==> config.mk <==
export PLATFORM = sky130hd
export DESIGN_NAME = serial_node_config_select
export DESIGN_NICKNAME = d
export VERILOG_FILES = /design/src/node_cfg_pkg.sv /design/src/serial_node_config_select.sv
export VERILOG_INCLUDE_DIRS = /design/src
export SDC_FILE = /design/constraint.sdc
export NUM_CORES = 1
export LEC_CHECK = 0
export BUFFER_PORTS_ARGS = -buffer_cell sky130_fd_sc_hd__clkbuf_2
export CAP_MARGIN = 20
export CORE_ASPECT_RATIO = 0.75
export CORE_UTILIZATION = 57
export CTS_CLUSTER_DIAMETER = 30
export CTS_CLUSTER_SIZE = 8
export DETAILED_ROUTE_END_ITERATION = 8
export PLACE_DENSITY = 0.79
export SYNTH_ARGS = -nofsm -noshare
export SYNTH_HDL_FRONTEND = slang
export SYNTH_SLANG_ARGS = --single-unit
==> constraint.sdc <==
create_clock -name sys_clk -period 4.7 [get_ports sys_clk]
set_clock_uncertainty 0.2 [all_clocks]
set_input_delay 0.705 -clock sys_clk [delete_from_list [all_inputs] [get_ports sys_clk]]
set_output_delay 0.705 -clock sys_clk [all_outputs]
set_load 0.02 [all_outputs]
==> src/node_cfg_defs.svh <==
// constants for the multidrop node configuration selector
`ifndef NODE_CFG_DEFS_SVH
`define NODE_CFG_DEFS_SVH
`define ADDR_LSB       0
`define ADDR_MSB       5
`define RATE_LSB       6
`define RATE_MSB       7
`define ADDR_W         6
`define RATE_W         2
`define ADDR_FALLBACK  6'h00
`define RATE_FALLBACK  2'h0
`define RATE_CODE_9K6  2'h1
`define RATE_CODE_38K4 2'h2
`define RATE_CODE_115K 2'h3
`define SETTLE_CYCLES  4'h8
`define SYNC_CLEAR     8'h00
`define SETTLE_CLEAR   4'h0
`define SETTLE_STEP    4'h1
`endif

==> src/node_cfg_pkg.sv <==
// types for the multidrop node configuration selector
package node_cfg_pkg;
    typedef enum logic [3:0] {
        ST_SETTLE = 4'b0001,
        ST_SAMPLE = 4'b0010,
        ST_RESOLVE = 4'b0100,
        ST_HOLD   = 4'b1000
    } load_state_e;
    typedef enum logic [3:0] {
        RATE_STORED = 4'b0001,
        RATE_9K6    = 4'b0010,
        RATE_38K4   = 4'b0100,
        RATE_115K   = 4'b1000
    } rate_sel_e;
endpackage

==> src/serial_node_config_select.sv <==
// multidrop node address and bit-rate selection from configuration switches
`timescale 1ns/1ps
`default_nettype none
`include "node_cfg_defs.svh"

// Notes on behaviour
// - switches one to six form node address, switch one lsb, closed is one
// - switches seven and eight form rate code, switch seven lsb
// - switches steer only multidrop port, never the point-to-point port
// - zero address or zero rate from switches uses stored value, independently
// - rate code 1,2,3 select 9.6, 38.4, 115.2 kbps; 0 selects stored
module serial_node_config_select
    import node_cfg_pkg::*;
(
    // clock, reset, enable
    input  wire logic                sys_clk,
    input  wire logic                reset_n,
    input  wire logic                clk_en,
    // switches, closed reads high; switch n at bit n-1
    input  wire logic [7:0]          sw_closed,
    // values held in non-volatile memory
    input  wire logic [`ADDR_W-1:0]  stored_addr,
    input  wire logic [`RATE_W-1:0]  stored_rate,
    // resolved multidrop settings
    output logic      [`ADDR_W-1:0]  node_addr,
    output logic      [`RATE_W-1:0]  rate_code,
    output logic      [3:0]          rate_sel,
    output logic                     cfg_valid
);
    logic [7:0]          sync1_r;
    logic [7:0]          sync2_r;
    logic [7:0]          sync3_r;
    logic [3:0]          settle_r;
    logic [7:0]          sw_r;
    load_state_e         state_r;
    logic [`ADDR_W-1:0]  sw_addr;
    logic [`RATE_W-1:0]  sw_rate;
    logic [`RATE_W-1:0]  eff_rate;

    // switches are asynchronous pins: three stages
    always_ff @(posedge sys_clk) begin
        if (!reset_n) begin
            sync1_r <= `SYNC_CLEAR;
            sync2_r <= `SYNC_CLEAR;
            sync3_r <= `SYNC_CLEAR;
        end else if (clk_en) begin
            sync1_r <= sw_closed;
            sync2_r <= sync1_r;
            sync3_r <= sync2_r;
        end
    end

    // wait for the sync chain to fill and bits to agree
    always_ff @(posedge sys_clk) begin
        if (!reset_n) begin
            settle_r <= `SETTLE_CLEAR;
        end else if (clk_en && state_r == ST_SETTLE) begin
            // a bouncing switch restarts the wait
            if (sync2_r != sync3_r)
                settle_r <= `SETTLE_CLEAR;
            else if (settle_r != `SETTLE_CYCLES)
                settle_r <= settle_r + `SETTLE_STEP;
        end
    end

    always_ff @(posedge sys_clk) begin
        if (!reset_n) begin
            state_r <= ST_SETTLE;
        end else if (clk_en) begin
            unique case (state_r)
                ST_SETTLE: begin
                    if (settle_r == `SETTLE_CYCLES && sync2_r == sync3_r)
                        state_r <= ST_SAMPLE;
                end
                ST_SAMPLE:  state_r <= ST_RESOLVE;
                ST_RESOLVE: state_r <= ST_HOLD;
                ST_HOLD:    state_r <= ST_HOLD;
            endcase
        end
    end

    always_ff @(posedge sys_clk) begin
        if (!reset_n)
            sw_r <= `SYNC_CLEAR;
        else if (clk_en && state_r == ST_SAMPLE)
            sw_r <= sync3_r;
    end

    assign sw_addr = sw_r[`ADDR_MSB:`ADDR_LSB];
    assign sw_rate = sw_r[`RATE_MSB:`RATE_LSB];
    assign eff_rate = (sw_rate == `RATE_FALLBACK) ? stored_rate : sw_rate;

    // outputs feed the multidrop port only; no point-to-point output exists
    always_ff @(posedge sys_clk) begin
        if (!reset_n) begin
            node_addr <= `ADDR_FALLBACK;
            rate_code <= `RATE_FALLBACK;
            rate_sel  <= RATE_STORED;
            cfg_valid <= 1'b0;
        end else if (clk_en && state_r == ST_RESOLVE) begin
            node_addr <= (sw_addr == `ADDR_FALLBACK) ? stored_addr : sw_addr;
            rate_code <= eff_rate;
            unique case (sw_rate)
                `RATE_CODE_9K6:  rate_sel <= RATE_9K6;
                `RATE_CODE_38K4: rate_sel <= RATE_38K4;
                `RATE_CODE_115K: rate_sel <= RATE_115K;
                `RATE_FALLBACK:  rate_sel <= RATE_STORED;
            endcase
            cfg_valid <= 1'b1;
        end
    end
endmodule
`default_nettype wire

=== Yosys cells after proc, flatten, opt, wreduce, memory -nomap -nowiden ===
Cells that the tools add are included.

* Register bits: 53
* Input port bits: 19
* Output and inout bits: 13
* Logic and storage cells: 40

* $add $sub $neg: 1
* Eq/ne operators: 12
* Muxes and demuxes: 7
* Reduce and logical (&&, ||, !) cells: 10

{| class="wikitable"
|+ Operator list
! cell !! number
|-
| $pmux W4 S4 || 1
|-
| $mux W4 || 3
|-
| $pmux W4 S3 || 1
|-
| $eq A4 B4 Y1 const B || 2
|-
| $eq A8 B8 Y1 || 1
|-
| $ne A8 B8 Y1 || 1
|-
| $logic_not A6 Y1 || 1
|-
| $mux W6 || 1
|-
| $add A4 B1 Y4 const B || 1
|-
| $eq A2 B2 Y1 const B || 2
|-
| $eq A4 B1 Y1 const B || 1
|-
| $eq A4 B2 Y1 const B || 1
|-
| $eq A4 B3 Y1 const B || 1
|-
| $logic_and A1 B1 Y1 || 4
|-
| $ne A4 B4 Y1 const B || 1
|-
| $reduce_and A2 Y1 || 2
|-
| $eq A2 B1 Y1 const B || 1
|-
| $logic_not A2 Y1 || 1
|-
| $mux W2 || 1
|-
| $ne A2 B1 Y1 const B || 1
|-
| $reduce_bool A2 Y1 || 1
|-
| $reduce_or A2 Y1 || 1
|}

=== Longest topological paths before layout ===
Gate-level depths: netlist of run 1.

* Depth in word-level cells: 4
* Gate-level depth with buffers: 6

=== Worst setup path after synthesis of run 1 ===
No wires, ideal clock.

* Path kind: input-to-reg
* Start point: input port clk_en
* End point: register sw_r[0]
* Data arrival time: 1.682 ns
* Slack: 2.702 ns
* Stages: 5
* Path buffers: 1
* Cell sequence: or3b_4 -> nor3b_2 -> buf_6 -> mux2i_1 -> nor2b_1

* Longest elaborated chain between the ends: 1

{| class="wikitable"
|+ Ends and longest elaborated chain
! element !! line !! source
|-
| start, declared || serial_node_config_select.sv:18 || <nowiki>input wire logic clk_en,</nowiki>
|-
| $logic_and A1 B1 Y1 || serial_node_config_select.sv:85 || <nowiki>else if (clk_en && state_r == ST_SAMPLE)</nowiki>
|-
| end signal, assigned || serial_node_config_select.sv:84 || <nowiki>sw_r <= `SYNC_CLEAR;</nowiki>
|-
| end signal, assigned || serial_node_config_select.sv:86 || <nowiki>sw_r <= sync3_r;</nowiki>
|-
| end, declared || serial_node_config_select.sv:34 || <nowiki>logic [7:0] sw_r;</nowiki>
|}

Every way passes these cells.
A chain may end at the register's enable or synchronous reset.

=== Final worst setup path of run 1 ===
* Start point: input port clk_en
* End point: register sw_r[5]

The elaborated chain is that of the path after synthesis.

==> results of run 1 <==
sequential cells by signal (all words and copies together) (netlist names):
signal / flops
cfg_valid: 1
node_addr: 6
rate_code: 2
rate_sel: 4
settle_r: 4
state_r: 4
sw_r: 8
sync1_r: 8
sync2_r: 8
sync3_r: 8
cells in the mapped netlist (all sizes together):
master | n | area share, %
dfxtp | 53 | 46
nor2b | 34 | 9.3
mux2i | 32 | 14
a21oi | 13 | 2.8
o21ai | 8 | 1.7
xor2 | 8 | 3.1
buf | 7 | 1.7
nand2 | 7 | 1.1
clkbuf | 5 | 0.82
inv | 5 | 0.82
nand2b | 5 | 1.4
nand3 | 5 | 1.1
a21boi | 4 | 1.3
nand4 | 3 | 0.82
nor2 | 3 | 0.49
nor4 | 3 | 2.1
o21a | 3 | 0.98
a41oi | 2 | 0.76
and3b | 2 | 0.76
ha | 2 | 1.1
o211a | 2 | 0.87
or3 | 2 | 0.54
a22oi | 1 | 0.33
a31oi | 1 | 0.27
and2 | 1 | 0.27
and2b | 1 | 0.33
mux2 | 1 | 0.49
nand3b | 1 | 0.33
nor3 | 1 | 0.44
nor3b | 1 | 0.54
nor4b | 1 | 0.65
o211ai | 1 | 0.33
o221ai | 1 | 0.38
o22ai | 1 | 0.27
o311ai | 1 | 0.38
or3b | 1 | 0.49
or4 | 1 | 0.33
xnor2 | 1 | 0.38
cells by family after synthesis:
logic type / synth area share (%)
simple gates: 21.0
compound gates: 10.5
xor+xnor: 3.43
mux: 14.4
buf+inv: 3.38
flops: 46.2
fa+ha+maj: 1.09
placed cells by master (no fill, tap or decap), types with 2 or more instances in the layout:
cell and instances:
ha_1 2, nor4_4 2, o211a_1 2, nand3_1 5, clkbuf_2 31, nor2b_1 34
nand2b_1 5, nor2_1 3, mux2i_1 32, dfxtp_1 53, nand4_1 3, xor2_1 8
and3b_1 2, nand2_1 7, or3_1 2, a21boi_1 4, inv_1 5, o21a_1 3
o21ai_1 7, clkbuf_8 5, a21oi_1 13, a41oi_1 2
worst max-delay path, delay by kind of cell:
kind	cells	cell delay, ns
buffers and inverters	2	0.46
multiplexers	1	0.28
AND/OR/NAND/NOR	3	1.28
layer usage:
metal	GRT usage (%)	vias up	share of wire [%]
met1	28.2	750	52
met3	5.30	7	4.4
li1	-	827	-
met2	30.1	37	41
met5	0	-	0
met4	11.4	0	1.9
through the flow:
step | setup slack [ns] | total power [mW]
4_1_cts | 1.95 | 0.861
5_1_grt | 1.86 | 0.888
3_5_place_dp | 1.64 | 0.559
3_3_place_gp | 1.71 | 0.556
2_1_floorplan | 2.70 | 0.539
6_report | 1.96 | 0.853
final timing paths:
check	start	to	cells after the start
max	clk_en	sw_r[5]	6
min	rate_sel[2]	rate_sel[2]	2
max reg2reg	state_r[2]	sw_r[5]	4
min reg2reg	rate_sel[2]	rate_sel[2]	2
area by class of cell:
| type | count | share of cell area [%] |
|---|---|---|
| timing repair buffer | 32 | 6.32 |
| sequential | 53 | 41.2 |
| clock buffer | 5 | 2.68 |
| multi-input combinational | 154 | 45.0 |
| clock inverter | 2 | 1.51 |
| inverter | 5 | 0.730 |
| tap | 52 | 2.53 |
power by group through the flow:
stage | clock (mW) | combinational (mW) | sequential (mW)
2_1_floorplan | 0 | 0.0595 | 0.480
3_3_place_gp | 0 | 0.0747 | 0.482
3_5_place_dp | 0 | 0.0769 | 0.482
4_1_cts | 0.312 | 0.0772 | 0.472
5_1_grt | 0.330 | 0.0842 | 0.474
6_report | 0.304 | 0.0768 | 0.472
==> results by group, run 1 <==
Logic synthesis
  • Ys Warns: 0
  • Post-Synthesis Cell Area: 0.00230 mm^2
  • Synth cell types: 42
  • Syn Inst Count: 224
  • Register area share after synthesis: 46.2%
  • #FFs+latches synth: 53
  • Syn Nets: 245
  • Avg Cell Area, Syn: 10.2 um^2

Global routing
  • Initial antenna violation count: 0
  • Largest net degree at the start of global routing: 57
  • First-pass GRT wire length: 6.64 mm
  • GR Overflow Total: 0
  • GRT Overall Usage: 20.8%
  • Number of global-route vias before repair: 1504

Pwr
  • Sw frac: 22.9%
  • Pint: 0.657 mW
  • Net Sw Power: 0.196 mW
  • Sequential power share: 55.3%
  • Logic pwr share: 9.0%
  • PwrDens: 331 mW/mm^2
  • Peak supply drop: 0.000248 V
  • Pleak: 1.10 nW
  • Clock network fraction of total power: 35.7%

Clock tree
  • CTS tree: yes
  • Total CTS buffers: 5
  • CTS Buffer Depth: 2
  • Setup Buffers After CTS: 0
  • Post-CTS sizing: 0
  • Clock Tree Root: clkbuf_8
  • # hold bufs at CTS: 0
  • Skew-Pair Late Insertion Delay: 0.31 ns
  • Sink Count: 53
  • H-tree depth: 2
  • Worst-path clk slew: 0.09 ns

Place
  • Area after DPL: 0.00246 mm^2
  • Dpl hpwl: 2.67 mm
  • Dpl cells: 296
  • I/O Buffers: 31
  • Routability Congestion: 0.762

Setup path
  • Critical path peak fanout: 30
  • Kind of critical path: in -> reg
  • Critical path arrival: 2.74 ns
  • Reg2Reg Setup Slack: 2.48 ns
  • Slowest CP cell: nor3b_2
  • Data required, critical path: 4.71 ns
  • Critical-path cell list: clkbuf_2, buf_4, or3b_4, nor3b_2, mux2i_1, nor2b_1
  • Worst setup EP type: flop
  • Startpoint types: primary input
  • CP max stage delay: 0.75 ns

Timing
  • Final setup vio count: 0
  • Worst Max-Slew Pin Slew: 0.886 ns
  • Unrepaired setup endpoints after global routing: false
  • Final Max Tran Viols: 0
  • Post-route clock period utilization: 58.2%
  • Hold Vio Cnt, Final: 0
  • Post-Route Setup TNS: 0 ns
  • Fmax achieved: 366 MHz
  • Slew Limit Headroom: 40.7%
  • Min Clock Period, post-route: 2.74 ns
  • Hold WS: 0.255 ns

Layout
  • Share of cells above drive strength 1: 18.3%
  • Post-route cell area: 0.00257 mm^2
  • Area grow syn2layout: 12.0%
  • Fill cells: 338
  • Ant. Diodes: 0
  • Final core utilization: 68.5%
  • Multi-input logic area: 0.00116 mm^2
  • Nets@finish: 272
  • Post-Layout Cell Count: 303
  • Register area: 0.00106 mm^2

Die
  • Top Ports: 32
  • Core ar.: 0.00376 mm^2
  • Die height: 57.0 um
  • Die width: 75.3 um
  • Rows: 19
  • Initial Utilization: 61.1%
  • DIE AREA: 0.00429 mm^2

Routing
  • WL/cell: 13.2 um
  • Antenna-violating nets left: 0
  • DRC viols: 0
  • Total wire length: 4.01 mm
  • Initial DRC Count: 93
  • Drt pass-1 iters: 4
  • Total number of vias: 1621
  • DR vias/cell: 5.35

Status
  • Status: completed

Min path
  • HP Class: reg -> reg

Job
  • Max Cap Viol: 0
(Power assumes the default switching activity.)
==> inputs of run 2 (changes only) <==
- ABC_AREA: default -> 1
- CORE_UTILIZATION: 57 -> 50
- PLACE_DENSITY: 0.79 -> 0.74
- clock period: 4.7 -> 2.5 ns (I/O delays scaled with it)
==> run 2 against run 1 <==
Compared with the run above:
- area after synthesis down 1.3%
- count of clock-buffer cells in the layout up 1
- routed wire length up 10%
==> results by group, run 2 <==
Status
  • Status: completed

Place
  • Dpl hpwl: 3.13 mm (+18%)
  • Dpl cells: 373 (+26%)
  • Routability Congestion: 0.775 (+1.7%)
  • Pre-CTS WS: 0.614 ns (-1.03 ns)
  • Area after DPL: 0.00245 mm^2 (-0.61%)
  • I/O Buffers: 31 (unchanged)

Pwr
  • Net Sw Power: 0.479 mW (+150%)
  • Peak supply drop: 0.000453 V (+83%)
  • Clock network fraction of total power: 27.4% (-8.3 points)
  • Sw frac: 28.7% (+5.7 points)
  • PwrDens: 661 mW/mm^2 (+99%)
  • Post-layout total power: 1.67 mW (+96%)
  • Logic pwr share: 16.6% (+7.6 points)
  • Pleak: 1.10 nW (-0.27%)
  • Pint: 1.19 mW (+82%)
  • Sequential power share: 56.0% (+0.7 points)

Logic synthesis
  • Adder-Cell Fraction of Synth Area: 1.10% (+0.014 points)
  • Register area share after synthesis: 46.8% (+0.61 points)
  • #FFs+latches synth: 53 (unchanged)
  • Post-Synth Simple-Gate Area: 23.7% (+2.8 points)
  • Async set or reset register ratio after synthesis: 0% (unchanged)
  • Dominant cells by area after synthesis: dfxtp_1 (47%), nor2_1 (9.3%), o21ai_0 (8.4%)
  • Syn Inst Count: 296 (+32%)
  • Most common cell in the netlist: nor2_1
  • Syn Nets: 317 (+29%)
  • Avg Cell Area, Syn: 7.66 um^2 (-25%)
  • Synth cell types: 32 (-24%)
  • Ys Warns: 0 (unchanged)
  • EDFF count, synth: 0 (unchanged)
  • Largest family of logic cells by synthesized area: simple AND/OR/NAND/NOR gates
  • Xor/xnor share of the synthesized area: 2.71% (-0.73 points)
  • Compound-Gate Fraction of Synth Area: 17.7% (+7.2 points)
  • Mux contribution to synthesized area: 0% (-14 points)
  • Yosys top cell area share: 46.8% (+0.61 points)
  • Area leader, netlist: dfxtp_1
  • Commonest cells post-synth: nor2_1 (56), dfxtp_1 (53), o21ai_0 (38)
  • Post-Synthesis Cell Area: 0.00227 mm^2 (-1.3%)
  • Ys flop type: dfxtp_1

Clock tree
  • # hold bufs at CTS: 0 (unchanged)
  • Clock Tree Root: clkbuf_8
  • H-tree depth: 2 (unchanged)
  • Total CTS buffers: 5 (unchanged)
  • Sink Count: 53 (unchanged)
  • Skew-Pair Late Insertion Delay: 0.30 ns (about the same)
  • Setup Buffers After CTS: 0 (unchanged)
  • Worst-path clk slew: 0.09 ns (about the same)
  • Post-CTS sizing: 0 (unchanged)
  • CTS Buffer Depth: 2 (unchanged)
  • CTS tree: yes

Routing
  • DRC viols: 0 (unchanged)
  • Antenna-violating nets left: 0 (unchanged)
  • Total wire length: 4.43 mm (+10%)
  • WL/cell: 11.6 um (-12%)
  • DR vias/cell: 5.01 (-6.4%)
  • Total number of vias: 1908 (+18%)
  • Initial DRC Count: 129 (+39%)
  • Drt pass-1 iters: 4 (unchanged)

Setup path
  • Kind of critical path: reg -> reg
  • Critical path arrival: 1.64 ns (-1.10 ns)
  • Crit path max-delay family: simple AND/OR/NAND/NOR gates
  • CP max stage delay: 0.34 ns (-0.41 ns)
  • Critical-path cell list: nor2_1, inv_2, nor3_4, nand2_2, o21ai_0, a21oi_1
  • Data required, critical path: 2.50 ns (-2.21 ns)
  • Slowest CP cell: dfxtp_1
  • Startpoint types: flop
  • Critical path peak fanout: 13 (-57%)
  • Worst setup EP type: flop
  • Worst Path Buf+Inv: 1 (-1)

Layout
  • Post-Layout Cell Count: 381 (+26%)
  • Area grow syn2layout: 11.8%
  • Ant. Diodes: 0 (unchanged)
  • Multi-input logic area: 0.00102 mm^2 (-11%)
  • Register area: 0.00106 mm^2 (unchanged)
  • Most common cell after layout, fill and taps aside: nor2_1
  • Most frequent cells in the layout: nor2_1 (56), dfxtp_1 (53), o21ai_0 (38), nand2_1 (32), clkbuf_2 (31)
  • Nets@finish: 346 (+27%)
  • Share of cells above drive strength 1: 18.4% (+0.078 points)
  • Post-route cell area: 0.00253 mm^2 (-1.6%)
  • Fill cells: 394 (+17%)

Die
  • Rows: 20 (+1)
  • Initial Utilization: 53.9% (-7.2 points)
  • Die height: 60.3 um (+5.9%)
  • DIE AREA: 0.00481 mm^2 (+12%)
  • Die width: 79.7 um (+5.9%)
  • Core ar.: 0.00420 mm^2 (+12%)
  • Top Ports: 32 (unchanged)

Timing
  • Hold Vio Cnt, Final: 0 (unchanged)
  • Unrepaired setup endpoints after global routing: false
  • Final Max Tran Viols: 0 (unchanged)
  • Final setup vio count: 0 (unchanged)
  • Post-Route Setup TNS: 0 ns (unchanged)
  • Post-route clock period utilization: 65.8%
  • Min Clock Period, post-route: 1.64 ns
  • Worst Setup Slack, final: 0.856 ns (-1.11 ns)
  • Fmax achieved: 608 MHz
  • Worst Max-Slew Pin Slew: 0.524 ns (-0.362 ns)
  • Slew Limit Headroom: 65.1% (+24 points)

Global routing
  • Number of global-route vias before repair: 1709 (+14%)
  • First-pass GRT wire length: 7.42 mm (+12%)
  • Initial antenna violation count: 0 (unchanged)
  • GR Overflow Total: 0 (unchanged)
  • GRT Overall Usage: 20.5% (-0.26 points)
  • Largest net degree at the start of global routing: 44 (-23%)

Min path
  • HP Class: in -> reg

Job
  • Max Cap Viol: 0 (unchanged)
[run 2: layout make-up]
type | instances | share of cell area [%]
Timing Repair Buffer | 34 | 7.02
Tap cell | 55 | 2.72
Clock inverter | 2 | 0.395
Sequential cell | 53 | 41.9
Multi-Input combinational cell | 200 | 40.5
Clock buffer | 6 | 2.87
Inverter | 31 | 4.64
[run 2: path summary, 6_finish.rpt]
path                                   start    endpoint  slack, ns  depth (start not counted)
worst max-delay path              state_r[2]     sw_r[3]       0.86                          6
worst min-delay path            sw_closed[2]  sync1_r[2]       0.09                          3
worst max register to register    state_r[2]     sw_r[3]       0.86                          6
worst min register to register     cfg_valid   cfg_valid       0.27                          2
[run 2: cell families after synthesis]
group,after synthesis
compound gates,74
xor+xnor,7
simple gates,117
buf+inv,43
flops,53
fa+ha+maj,2
[run 2: routing by layer]
layer	track usage (%)	part of all wire [%]	routed length (um)	vias to the layer above
met5	0	0	0	-
met1	27.0	51	2260	846
met4	7.65	1.2	54	0
met3	5.19	4.3	191	5
li1	-	-	-	1023
met2	32.8	43	1930	34
[run 2: metrics by stage]
stage | hold WS [ns] | utilization (%)
floorplan | 0.249 | -
global placement | 0.255 | 58.3
detailed placement | 0.258 | 58.3
CTS | 0.0860 | 60.2
global route | 0.0869 | 60.2
finish | 0.0914 | 60.2
[run 2: power by group through the flow]
| stage | Sequential [mW] | Clock [mW] | Combinational, mW |
|---|---|---|---|
| after floorplan | 0.946 | 0 | 0.221 |
| after CTS | 0.936 | 0.473 | 0.279 |
| after global placement | 0.954 | 0 | 0.270 |
| after global routing | 0.945 | 0.512 | 0.319 |
| after detailed placement | 0.955 | 0 | 0.276 |
| final | 0.936 | 0.459 | 0.277 |
[run 2: worst reg2reg max path: cells and delay by family (launching register included)]
kind	cells	cell delay [ns]
simple gates	3	0.62
buf+inv	1	0.07
compound gates	2	0.31
flops	1	0.34
